`src/rph_pkg.sv`:
```
// Purpose: shared constants and types for the radio packet handler
// Assumes: byte-wide modem interface, one clock
// Notes:   field codes follow the packet automation and modem configuration
package rph_pkg;
	localparam logic [1:0] LEN_FIXED    = 2'h0;
	localparam logic [1:0] LEN_VARIABLE = 2'h1;
	localparam logic [1:0] LEN_INFINITE = 2'h2;
	localparam logic [2:0] SYNC_DBL_A   = 3'h3;
	localparam logic [2:0] SYNC_DBL_B   = 3'h7;
	localparam logic [7:0] PREAMBLE_BYTE = 8'haa;
	localparam logic [15:0] CRC_INIT    = 16'hffff;
	localparam logic [15:0] CRC_POLY    = 16'h8005;
	localparam int          CRC_OK_BIT  = 7;

	// configuration bits set by the host
	typedef struct packed {
		logic [7:0] packet_length_limit;
		logic [1:0] length_mode;
		logic       crc_en;
		logic       append_status;
		logic [2:0] sync_mode;
		logic [7:0] num_preamble;
		logic [7:0] syncword_high_byte;
		logic [7:0] syncword_low_byte;
	} rph_cfg_s;

	typedef enum logic [3:0] {
		ST_IDLE  = 4'h0,
		ST_PRE   = 4'h1,
		ST_SYNC  = 4'h3,
		ST_DATA  = 4'h2,
		ST_CRC   = 4'h6,
		ST_DONE  = 4'h7,
		ST_UFLOW = 4'h5,
		ST_HUNT  = 4'h4,
		ST_STAT  = 4'hc
	} rph_state_e;
endpackage

```
`src/rph_top.sv`:
```
// Purpose: packet framer and deframer between FIFOs and a byte-wide modem
// Assumes: modem moves one byte per strobe; host obeys the idle-only rules
// Notes:   address filtering and FIFO flush on crc failure are not built
// Notes on behaviour
// - tx adds preamble bytes and sync word
// - preamble and sync always go together
// - optional crc trailer over data field
// - rx detects preamble, sync, checks crc, length
// - first status byte is signal strength
// - second status bit7 is crc ok
// - order preamble sync length address payload crc
// - preamble is 10101010, count minimum
// - keep preamble while tx fifo empty
// - sync mode 3 or 7 doubles sync
// - fixed, variable lengths up to 255
// - mode 0 uses nonzero length register
// - mode 1 first byte is payload length
// - drop packets longer than maximum length
// - mode 2 runs until host stops
// - payload has at least one byte
// - packet ends when counter equals register
// - long packets switch infinite to fixed
// - byte counter wraps 255 to 0
// - sync word sent msb first
// - underflow holds until flush command
`timescale 1ns/1ps
module rph_top (
	input  wire logic             I_CLK,
	input  wire logic             I_RST_B,
	input  wire rph_pkg::rph_cfg_s I_CFG,
	input  wire logic             I_TX_EN,
	input  wire logic             I_RX_EN,
	input  wire logic             I_TX_FIFO_FLUSH_CMD,
	input  wire logic             I_TX_FIFO_VALID,
	input  wire logic [7:0]       I_TX_FIFO_DATA,
	output logic                  O_TX_FIFO_READY,
	input  wire logic             I_MOD_READY,
	output logic                  O_MOD_VALID,
	output logic [7:0]            O_MOD_DATA,
	input  wire logic             I_DEM_VALID,
	input  wire logic [7:0]       I_DEM_DATA,
	input  wire logic [7:0]       I_SIGNAL_STRENGTH_VALUE,
	output logic                  O_RX_FIFO_VALID,
	output logic [7:0]            O_RX_FIFO_DATA,
	output logic                  O_TX_UNDERFLOW_STATE,
	output logic                  O_TX_DONE,
	output logic                  O_RX_DONE,
	output logic                  O_RX_DISCARD,
	output logic                  O_SYNC_SEEN
);
	import rph_pkg::*;

	// crc-16 over one byte, msb first
	function automatic logic [15:0] crc_byte(input logic [15:0] c, input logic [7:0] d);
		logic [15:0] r;
		r = c;
		for (int i = 7; i >= 0; i--) begin
			if (r[15] ^ d[i]) begin
				r = {r[14:0], 1'b0} ^ CRC_POLY;
			end else begin
				r = {r[14:0], 1'b0};
			end
		end
		return r;
	endfunction

	// ---------------- transmit side ----------------
	rph_state_e  tx_st_reg, tx_st_next;
	logic [7:0]  tx_cnt_reg;
	logic [7:0]  tx_len_reg;
	logic [1:0]  tx_sidx_reg;
	logic        tx_first_reg;
	logic [15:0] tx_crc_reg;
	logic        tx_crc_lo_reg;
	logic [7:0]  mod_data_reg;
	logic        mod_valid_reg;

	wire         sync_dbl   = (I_CFG.sync_mode == SYNC_DBL_A) || (I_CFG.sync_mode == SYNC_DBL_B);
	wire  [1:0]  sync_last  = sync_dbl ? 2'h3 : 2'h1;
	wire  [7:0]  sync_byte  = tx_sidx_reg[0] ? I_CFG.syncword_low_byte : I_CFG.syncword_high_byte;
	wire         mod_take   = ~mod_valid_reg | I_MOD_READY;
	wire         pre_done   = tx_cnt_reg >= I_CFG.num_preamble;
	wire         tx_in_data = tx_st_reg == ST_DATA;
	wire         tx_pull    = tx_in_data & mod_take & I_TX_FIFO_VALID;
	// end of data: counter meets limit, infinite mode never ends
	wire  [7:0]  tx_limit   = (I_CFG.length_mode == LEN_VARIABLE) ? tx_len_reg : I_CFG.packet_length_limit;
	wire         tx_len_cnt = (I_CFG.length_mode == LEN_VARIABLE) && tx_first_reg;
	wire         tx_last    = (I_CFG.length_mode != LEN_INFINITE) && !tx_len_cnt
	                          && (tx_cnt_reg + 8'h01 == tx_limit);

	// the fifo is popped only while data bytes flow to the modem
	assign O_TX_FIFO_READY      = tx_in_data & mod_take;
	assign O_MOD_VALID          = mod_valid_reg;
	assign O_MOD_DATA           = mod_data_reg;
	assign O_TX_UNDERFLOW_STATE = tx_st_reg == ST_UFLOW;
	assign O_TX_DONE            = tx_st_reg == ST_DONE;

	// transmit sequencer
	always_comb begin
		tx_st_next = tx_st_reg;
		case (tx_st_reg)
			ST_IDLE:  if (I_TX_EN) tx_st_next = ST_PRE;
			ST_PRE:   if (mod_take && pre_done && I_TX_FIFO_VALID) tx_st_next = ST_SYNC;
			ST_SYNC:  if (mod_take && tx_sidx_reg == sync_last) tx_st_next = ST_DATA;
			ST_DATA: begin
				if (mod_take && !I_TX_FIFO_VALID) tx_st_next = ST_UFLOW;
				else if (tx_pull && tx_last) tx_st_next = I_CFG.crc_en ? ST_CRC : ST_DONE;
			end
			ST_CRC:   if (mod_take && tx_crc_lo_reg) tx_st_next = ST_DONE;
			ST_DONE:  tx_st_next = ST_IDLE;
			ST_UFLOW: if (I_TX_FIFO_FLUSH_CMD) tx_st_next = ST_IDLE;
			default:  tx_st_next = ST_IDLE;
		endcase
		if (!I_TX_EN && tx_st_reg != ST_UFLOW) tx_st_next = ST_IDLE;
	end

	// transmit state register
	always_ff @(posedge I_CLK or negedge I_RST_B) begin
		if (!I_RST_B) begin
			tx_st_reg <= ST_IDLE;
		end else begin
			tx_st_reg <= tx_st_next;
		end
	end

	// transmit counters, crc and output byte
	always_ff @(posedge I_CLK or negedge I_RST_B) begin
		if (!I_RST_B) begin
			tx_cnt_reg    <= 8'h00;
			tx_len_reg    <= 8'h00;
			tx_sidx_reg   <= 2'h0;
			tx_first_reg  <= 1'b0;
			tx_crc_reg    <= CRC_INIT;
			tx_crc_lo_reg <= 1'b0;
			mod_data_reg  <= 8'h00;
			mod_valid_reg <= 1'b0;
		end else begin
			if (I_MOD_READY) mod_valid_reg <= 1'b0;
			if (tx_st_reg == ST_IDLE) begin
				tx_cnt_reg    <= 8'h00;
				tx_sidx_reg   <= 2'h0;
				tx_crc_reg    <= CRC_INIT;
				tx_crc_lo_reg <= 1'b0;
			end else if (mod_take) begin
				case (tx_st_reg)
					ST_PRE: begin
						// the exit step still emits preamble, which only lengthens it
						mod_data_reg  <= PREAMBLE_BYTE;
						mod_valid_reg <= 1'b1;
						if (!pre_done) tx_cnt_reg <= tx_cnt_reg + 8'h01;
					end
					ST_SYNC: begin
						mod_data_reg  <= sync_byte;
						mod_valid_reg <= 1'b1;
						tx_sidx_reg   <= tx_sidx_reg + 2'h1;
						tx_cnt_reg    <= 8'h00;
						tx_first_reg  <= 1'b1;
					end
					ST_DATA: if (I_TX_FIFO_VALID) begin
						mod_data_reg  <= I_TX_FIFO_DATA;
						mod_valid_reg <= 1'b1;
						tx_crc_reg    <= crc_byte(tx_crc_reg, I_TX_FIFO_DATA);
						tx_first_reg  <= 1'b0;
						if (tx_len_cnt) tx_len_reg <= I_TX_FIFO_DATA;
						else tx_cnt_reg <= tx_cnt_reg + 8'h01;
					end
					ST_CRC: begin
						mod_data_reg  <= tx_crc_lo_reg ? tx_crc_reg[7:0] : tx_crc_reg[15:8];
						mod_valid_reg <= 1'b1;
						tx_crc_lo_reg <= 1'b1;
					end
					default: ;
				endcase
			end
		end
	end

	// ---------------- receive side ----------------
	rph_state_e  rx_st_reg, rx_st_next;
	logic [31:0] rx_sh_reg;
	logic [7:0]  rx_cnt_reg;
	logic [7:0]  rx_len_reg;
	logic        rx_first_reg;
	logic [2:0]  rx_pre_reg;
	logic [15:0] rx_crc_reg;
	logic        rx_crc_lo_reg;
	logic        rx_stat2_reg;
	logic [7:0]  rx_data_reg;
	logic        rx_valid_reg;
	logic        rx_disc_reg;

	// receive decode: the preamble window spans four bytes so that a
	// doubled sync field, whose last byte lands four bytes after the
	// preamble, still qualifies
	wire  [15:0] sync16   = {I_CFG.syncword_high_byte, I_CFG.syncword_low_byte};
	wire  [31:0] shifted  = {rx_sh_reg[23:0], I_DEM_DATA};
	wire         pre_seen = rx_pre_reg != 3'h0;
	wire         sync_hit = sync_dbl ? (shifted == {sync16, sync16}) : (shifted[15:0] == sync16);
	wire         rx_len_b = (I_CFG.length_mode == LEN_VARIABLE) && rx_first_reg;
	wire         len_bad  = (I_DEM_DATA > I_CFG.packet_length_limit) || (I_DEM_DATA == 8'h00);
	wire  [7:0]  rx_limit = (I_CFG.length_mode == LEN_VARIABLE) ? rx_len_reg : I_CFG.packet_length_limit;
	wire         rx_last  = (I_CFG.length_mode != LEN_INFINITE) && !rx_len_b
	                        && (rx_cnt_reg + 8'h01 == rx_limit);
	wire         crc_good = !I_CFG.crc_en || (rx_crc_reg == 16'h0000);

	assign O_RX_FIFO_VALID = rx_valid_reg;
	assign O_RX_FIFO_DATA  = rx_data_reg;
	assign O_RX_DONE       = rx_st_reg == ST_DONE;
	assign O_RX_DISCARD    = rx_disc_reg;
	assign O_SYNC_SEEN     = rx_st_reg == ST_DATA && rx_first_reg;

	// receive sequencer
	always_comb begin
		rx_st_next = rx_st_reg;
		case (rx_st_reg)
			ST_IDLE: if (I_RX_EN) rx_st_next = ST_HUNT;
			ST_HUNT: if (I_DEM_VALID && pre_seen && sync_hit) rx_st_next = ST_DATA;
			ST_DATA: if (I_DEM_VALID) begin
				if (rx_len_b && len_bad) rx_st_next = ST_HUNT;
				else if (rx_last) rx_st_next = I_CFG.crc_en ? ST_CRC : ST_STAT;
			end
			ST_CRC:  if (I_DEM_VALID && rx_crc_lo_reg) rx_st_next = ST_STAT;
			ST_STAT: if (rx_stat2_reg || !I_CFG.append_status) rx_st_next = ST_DONE;
			ST_DONE: rx_st_next = ST_IDLE;
			default: rx_st_next = ST_IDLE;
		endcase
		if (!I_RX_EN) rx_st_next = ST_IDLE;
	end

	// receive state register
	always_ff @(posedge I_CLK or negedge I_RST_B) begin
		if (!I_RST_B) begin
			rx_st_reg <= ST_IDLE;
		end else begin
			rx_st_reg <= rx_st_next;
		end
	end

	// receive shifter, counters, crc and fifo write
	always_ff @(posedge I_CLK or negedge I_RST_B) begin
		if (!I_RST_B) begin
			rx_sh_reg     <= 32'h0000_0000;
			rx_cnt_reg    <= 8'h00;
			rx_len_reg    <= 8'h00;
			rx_first_reg  <= 1'b0;
			rx_pre_reg    <= 3'h0;
			rx_crc_reg    <= CRC_INIT;
			rx_crc_lo_reg <= 1'b0;
			rx_stat2_reg  <= 1'b0;
			rx_data_reg   <= 8'h00;
			rx_valid_reg  <= 1'b0;
			rx_disc_reg   <= 1'b0;
		end else begin
			rx_valid_reg <= 1'b0;
			rx_disc_reg  <= 1'b0;
			case (rx_st_reg)
				ST_HUNT: if (I_DEM_VALID) begin
					rx_sh_reg     <= shifted;
					// reload the preamble window on every preamble byte
					if (I_DEM_DATA == PREAMBLE_BYTE) rx_pre_reg <= 3'h4;
					else if (pre_seen) rx_pre_reg <= rx_pre_reg - 3'h1;
					rx_cnt_reg    <= 8'h00;
					rx_first_reg  <= 1'b1;
					rx_crc_reg    <= CRC_INIT;
					rx_crc_lo_reg <= 1'b0;
					rx_stat2_reg  <= 1'b0;
				end
				ST_DATA: if (I_DEM_VALID) begin
					rx_first_reg <= 1'b0;
					rx_crc_reg   <= crc_byte(rx_crc_reg, I_DEM_DATA);
					rx_pre_reg   <= 3'h0;
					rx_sh_reg    <= 32'h0000_0000;
					if (rx_len_b && len_bad) begin
						rx_disc_reg <= 1'b1;
					end else begin
						rx_data_reg  <= I_DEM_DATA;
						rx_valid_reg <= 1'b1;
						if (rx_len_b) rx_len_reg <= I_DEM_DATA;
						else rx_cnt_reg <= rx_cnt_reg + 8'h01;
					end
				end
				ST_CRC: if (I_DEM_VALID) begin
					rx_crc_reg    <= crc_byte(rx_crc_reg, I_DEM_DATA);
					rx_crc_lo_reg <= 1'b1;
				end
				ST_STAT: if (I_CFG.append_status) begin
					rx_valid_reg <= 1'b1;
					rx_stat2_reg <= 1'b1;
					if (!rx_stat2_reg) rx_data_reg <= I_SIGNAL_STRENGTH_VALUE;
					else rx_data_reg <= {crc_good, 7'h00};
				end
				default: begin
					rx_pre_reg <= 3'h0;
					rx_sh_reg  <= 32'h0000_0000;
				end
			endcase
		end
	end
endmodule

```
`config.mk`:
```
export PLATFORM = sky130hd
export DESIGN_NAME = rph_top
export DESIGN_NICKNAME = d
export VERILOG_FILES = /design/src/rph_pkg.sv /design/src/rph_top.sv
export SDC_FILE = /design/constraint.sdc
export NUM_CORES = 1
export LEC_CHECK = 0
export BUFFER_PORTS_ARGS = -buffer_cell sky130_fd_sc_hd__buf_2
export CAP_MARGIN = 25
export CORE_AREA = 4 4 115 117
export DETAILED_ROUTE_END_ITERATION = 10
export DIE_AREA = 0 0 119 121
export HOLD_SLACK_MARGIN = 0.02
export PLACE_DENSITY_LB_ADDON = 0.08
export RECOVER_POWER = 100
export SYNTH_ARGS = -nofsm -noshare
export SYNTH_HDL_FRONTEND = slang
export SYNTH_SLANG_ARGS = --single-unit
```
`constraint.sdc`:
```
create_clock -name I_CLK -period 4.7 [get_ports I_CLK]
set_input_delay 0.94 -clock I_CLK [delete_from_list [all_inputs] [get_ports I_CLK]]
set_output_delay 0.94 -clock I_CLK [all_outputs]
set_load 0.02 [all_outputs]
```
Word-level counts from Yosys, hierarchy flattened --
Index checks and enable logic that the tools add are counted.
Word-level totals: bits in writable memories 0, bits of input ports 71, memories kept 0, word-level logic and storage cells 353, bits in read-only memories 0, output and inout port bits 24, register bits 125, latch bits 0
Cells by class: muxes and demuxes 163, multipliers 0, bitwise operators 53, equal/unequal tests 44, shifts and indexed selects 0, add/sub/neg operators 4, reductions and logical operators 66, divide/modulo/power cells 0, magnitude comparators 2
Operators by type and width (number):
- $mux 16 | 85
- $mux 8 | 18
- $pmux 24 s3 | 1
- $not 3->3 | 23
- $mux 4 | 16
- $mux 24 | 2
- $pmux 16 s3 | 1
- $eq 32x32->1 | 1
- $pmux 8 s2 | 2
- $pmux 8 s4 | 1
- $ne 3x3->1 const B | 10
- $eq 4x3->1 const B | 6
- $pmux 4 s6 | 1
- $pmux 8 s3 | 1
- $reduce_and 4->1 | 6
- $xor 1x1->1 | 23
- $pmux 4 s5 | 1
- $reduce_and 5->1 | 4
- $reduce_bool 2->1 | 10
- $mux 1 | 19
- $logic_and 1x1->1 | 18
- $add 8x1->8 const B | 2
- $eq 16x16->1 | 1
- $eq 8x8->1 | 2
- 35 further kinds | 78

Longest topological paths before layout --
depth after elaboration 48, mapped depth 12, gate-level depth less buffers 10

Worst setup path before layout --
Ideal clock, no wire load.
kind input to register, start point input I_CFG[16] (netlist name), end point register tx_st_reg[0], stages 9, buffers on the path 0, setup time 0.124 ns, slack 1.695 ns, required time 4.576 ns, arrival time 2.881 ns, cells stage by stage ha_1 nand2b_1 a21oi_1 nor2b_1 o2111ai_1 a21oi_1 o311ai_1 mux2_2 a211o_1
On the way: word-level cells in the longest chain between the ends 5
Ends and longest elaborated chain:
- start, declared | RTL line rph_top.sv:30 | input wire rph_pkg::rph_cfg_s I_CFG,
- $ge 8x8->1 | RTL line rph_top.sv:82 | wire pre_done = tx_cnt_reg >= I_CFG.num_preamble;
- $logic_and 1x1->1 (2 in a row) | RTL line rph_top.sv:103 | ST_PRE: if (mod_take && pre_done && I_TX_FIFO_VALID) tx_st_next = ST_SYNC;
- $ne 3x3->1 (no source line)
- $reduce_and 6->1 (no source line)
- end signal, assigned | RTL line rph_top.sv:122 | tx_st_reg <= tx_st_next;
- end, declared | RTL line rph_top.sv:68 | rph_state_e tx_st_reg, tx_st_next;
No other way between the ends. A chain may end at the register's enable or synchronous reset.

Worst setup path in the final report --
start point input I_CFG[29] (netlist name), end point register rx_st_reg[1]
On the way: word-level cells in the longest chain between the ends 7, elaborated cells between the ends (all ways) 15, classes of those cells eq/ne: 4; mux: 5; reduce/logical: 6
Ends and longest elaborated chain:
- parallel branches: the longest is 7 deep, another holds $mux 8
- end signal, assigned | RTL line rph_top.sv:235 | rx_st_reg <= rx_st_next;
- end, declared | RTL line rph_top.sv:179 | rph_state_e rx_st_reg, rx_st_next;
Several ways; the timed one is not identified. The select of a mux whose other input is x is not followed.

==> metrics.txt <==
status=finished with violations; violations in the final reports=capacitance limit, slew limit; total negative slack for setup checks=0 ns; initial antenna violation count=0; reg-to-reg slack, setup=approximately 1.3 ns; die outline area=roughly 14000 um2; most frequent cell on the critical path=sky130_fd_sc_hd__clkbuf_1; worst-skew pair later-pin latency=approximately 0.42 ns; mean number of vias per cell=about 6; flip-flop count of the largest register after layout=24; fraction of layout instances using a drive strength above 1=between 10% and 20%; die boundary width=119 um; cell types with the highest counts after synthesis=sky130_fd_sc_hd__nand2_1 (96), sky130_fd_sc_hd__dfrtp_1 (92), sky130_fd_sc_hd__xnor2_1 (78); Boundary Pins=95; start of the worst register-to-register path=tx_st_reg[1]; Ys Warns=0; mean area per synthesized cell=9.24 um2; number of H-tree levels=4; residual antenna-violating net count after detailed routing=0; hold_buf cts=0; hold violation total from the final report=0; peak supply drop=approximately 0.44 mV; number of DRC violations after detailed routing=0; endpoint of the most critical setup path=rx_st_reg[1]; initial DRC count=approximately 560; first-pass GRT wire length=about 32 mm; # port buffers=93; total iterations of the first detailed-routing run=5; fin nets=between 900 and 1000; post-synthesis async set-or-reset flop share=100%; Least-Margin Pin Slew=around 1.8 ns; most common cell in the netlist=sky130_fd_sc_hd__nand2_1; instance count on the critical path=10; post-CTS repair timing setup buffer count=0; Max clock buf depth=2; WP data required=just over 5 ns; cell with the largest stage delay on the worst path=sky130_fd_sc_hd__nor2b_1; total half-perimeter wirelength after legalization and detailed placement=around 14 mm; Final GP Congestion=roughly 0.93; endpoint of the worst-slack reg-to-reg timing path=tx_len_reg[4]; Seq/Total Area, Yosys=about two fifths; Layout area overhead=15.0%; via count of the routed design=around 6500; most area-consuming cells after synthesis=sky130_fd_sc_hd__dfrtp_1 (30%), sky130_fd_sc_hd__dfstp_2 (11%), sky130_fd_sc_hd__xnor2_1 (9.0%), sky130_fd_sc_hd__nand2_1 (4.8%), sky130_fd_sc_hd__mux2i_1 (3.6%); Synth top area share=slightly above 30%; worst setup slack after layout=roughly 0.73 ns; largest stage delay on the critical path=~0.74 ns; Critical path buffers and inverters=2; TritonCTS Buffers=17; delay-heaviest family, CP=simple AND/OR/NAND/NOR gates; register clock-pin slew on the reported worst setup and hold paths=0.06 ns; Mapped Cells=just over 800; endpoint class of the critical path=flop; number of library cell types mapped by synthesis=62; worst min-delay path category=in -> async; number of flops mapped to enable cells by yosys=0; category of the worst setup path launch point=input port; unrepaired setup endpoints after global routing=no; highest net fanout along the worst path=10; remaining max-slew budget at the tightest pin=-22.4%; P_leak=3.71 nW; Setup violations, final=0; Site Rows=between 40 and 50; largest net degree at the start of global routing=85; vias in the first global route=around 6400; initial core utilization=about 61%; Post-Route Skew=around 0.0094 ns; sequence of cells on the critical path=clkbuf_1 -> nor2b_1 -> clkbuf_1 -> mux2i_1 -> xnor3_1 -> nand4bb_1 -> nor4_1 -> o41ai_1 -> or3_1 -> a21boi_0; maximum clock frequency=0.252 GHz; final global-route overflow total=0; power per cell area=approximately 550 nW/um2; FF-to-FF path depth=6; overall fraction of global-route tracks in use=between 20% and 30%; worst setup path startpoint=I_CFG[29]; arrival time at the worst endpoint=4.30 ns; DIE HEIGHT=around 120 um; cell type contributing the most total cell area after synthesis=sky130_fd_sc_hd__dfrtp_1; Resize count post-CTS=0; Max-cap violations=1; final period utilization=roughly 84%; min cycle time layout=3.97 ns; Clock Tree Root=sky130_fd_sc_hd__clkbuf_16; kind of critical path=in -> reg; commonest register cell after synthesis=sky130_fd_sc_hd__dfrtp_1; CTS tree=yes; wire length per cell after detailed routing=between 15 and 20 um; net count of the mapped netlist=approximately 910; register bit total from synthesis=between 100 and 150; minimum setup slack after placement=between 0.7 and 0.8 ns; Sink Count=~120; Netlist Area Pre-Place=between 7000 and 8000 um2; Std-Cell Core Area=12400 um2; ant diodes=0; total wirelength of the detailed-routed design=around 20 mm; Slew Limit Fails=between 70 and 80
## layer usage
metal	wire, um	GRT usage [%]	up-vias	share of wire [%]
met3	1060	5.73	57	5.3
li1	-	-	3063	-
met5	0	0	-	0
met1	8180	35.6	3163	41
met4	690	12.9	0	3.4
met2	10100	46.8	233	50
## report_power, final
group / switching [mW] / internal, mW / total (mW)
logic: 1.01 / 0.674 / 1.69
clock network: 0.463 / 0.944 / 1.41
registers: 0.314 / 1.38 / 1.69
total: 1.79 / 3.00 / 4.78
## placed cells by master (no fill, tap or decap), types with 11 or more instances in the layout
cell / synthesis / final
sky130_fd_sc_hd__nand4_1: 15 / 15
sky130_fd_sc_hd__inv_1: 29 / 29
sky130_fd_sc_hd__mux2_2: 18 / 15
sky130_fd_sc_hd__nor2_1: 50 / 50
sky130_fd_sc_hd__ha_1: 20 / 20
sky130_fd_sc_hd__dfstp_2: 32 / 32
sky130_fd_sc_hd__nor2b_1: 15 / 15
sky130_fd_sc_hd__a21oi_1: 45 / 45
sky130_fd_sc_hd__nand2_1: 96 / 96
sky130_fd_sc_hd__xor2_1: 26 / 26
sky130_fd_sc_hd__dfrtp_1: 92 / 92
sky130_fd_sc_hd__clkbuf_1: 37 / 36
sky130_fd_sc_hd__mux2i_1: 27 / 27
sky130_fd_sc_hd__o22a_1: 26 / 26
sky130_fd_sc_hd__nand3_1: 41 / 41
sky130_fd_sc_hd__buf_2: 1 / 67
sky130_fd_sc_hd__a31oi_1: 11 / 11
sky130_fd_sc_hd__clkbuf_16: 0 / 17
sky130_fd_sc_hd__xnor2_1: 78 / 78
sky130_fd_sc_hd__o21ai_0: 47 / 47
sky130_fd_sc_hd__nor3_1: 12 / 12
## worst min path at each step
stage          cells past startpoint          start       endpoint
6_report                           1        I_RST_B  O_MOD_DATA[0]
5_1_grt                            1  O_MOD_DATA[4]  O_MOD_DATA[4]
4_1_cts                            2  rx_sh_reg[16]  rx_sh_reg[16]
3_5_place_dp                       2  rx_sh_reg[16]  rx_sh_reg[16]
3_3_place_gp                       2  rx_pre_reg[1]  rx_pre_reg[1]
2_1_floorplan                      2  rx_pre_reg[1]  rx_pre_reg[1]
## metrics by stage
| stage | hold slack, ns | util [%] | power [mW] | std cells | instance area, um2 |
|---|---|---|---|---|---|
| floorplan | 0.450 | - | 2.92 | 821 | 7590 |
| CTS | 0.495 | 71.1 | 4.82 | 1083 | 8790 |
| finish | 0.487 | 70.6 | 4.78 | 1084 | 8720 |
| global route | 0.509 | 70.6 | 5.05 | 1084 | 8720 |
| detailed placement | 0.482 | 66.0 | 3.40 | 1051 | 8160 |
| global placement | 0.465 | 66.0 | 3.32 | 1051 | 8160 |
## kinds of logic (layout without fill, tap and decap cells)
kind of cell,count (synthesis),after routing,synth area share [%]
AOI/OAI and AO/OA,181,181,15.5
xor gates and xnor gates,106,106,12.5
adders and majority gates,20,20,3.30
buffers and inverters,71,162,3.68
DFF,124,124,41.4
muxes,45,45,6.23
and+or+nand+nor,274,274,17.3
## cell type report
class                           count  area (um2)
Sequential cell                   124        3140
Tap cell                          172         215
Fill cell                         974        3640
Clock buffer                       26         499
Clock inverter                      6         134
Multi-Input combinational cell    626        4150
Timing Repair Buffer              101         472
Inverter                           29         109
Note: power is estimated with default switching activity, not from simulation.
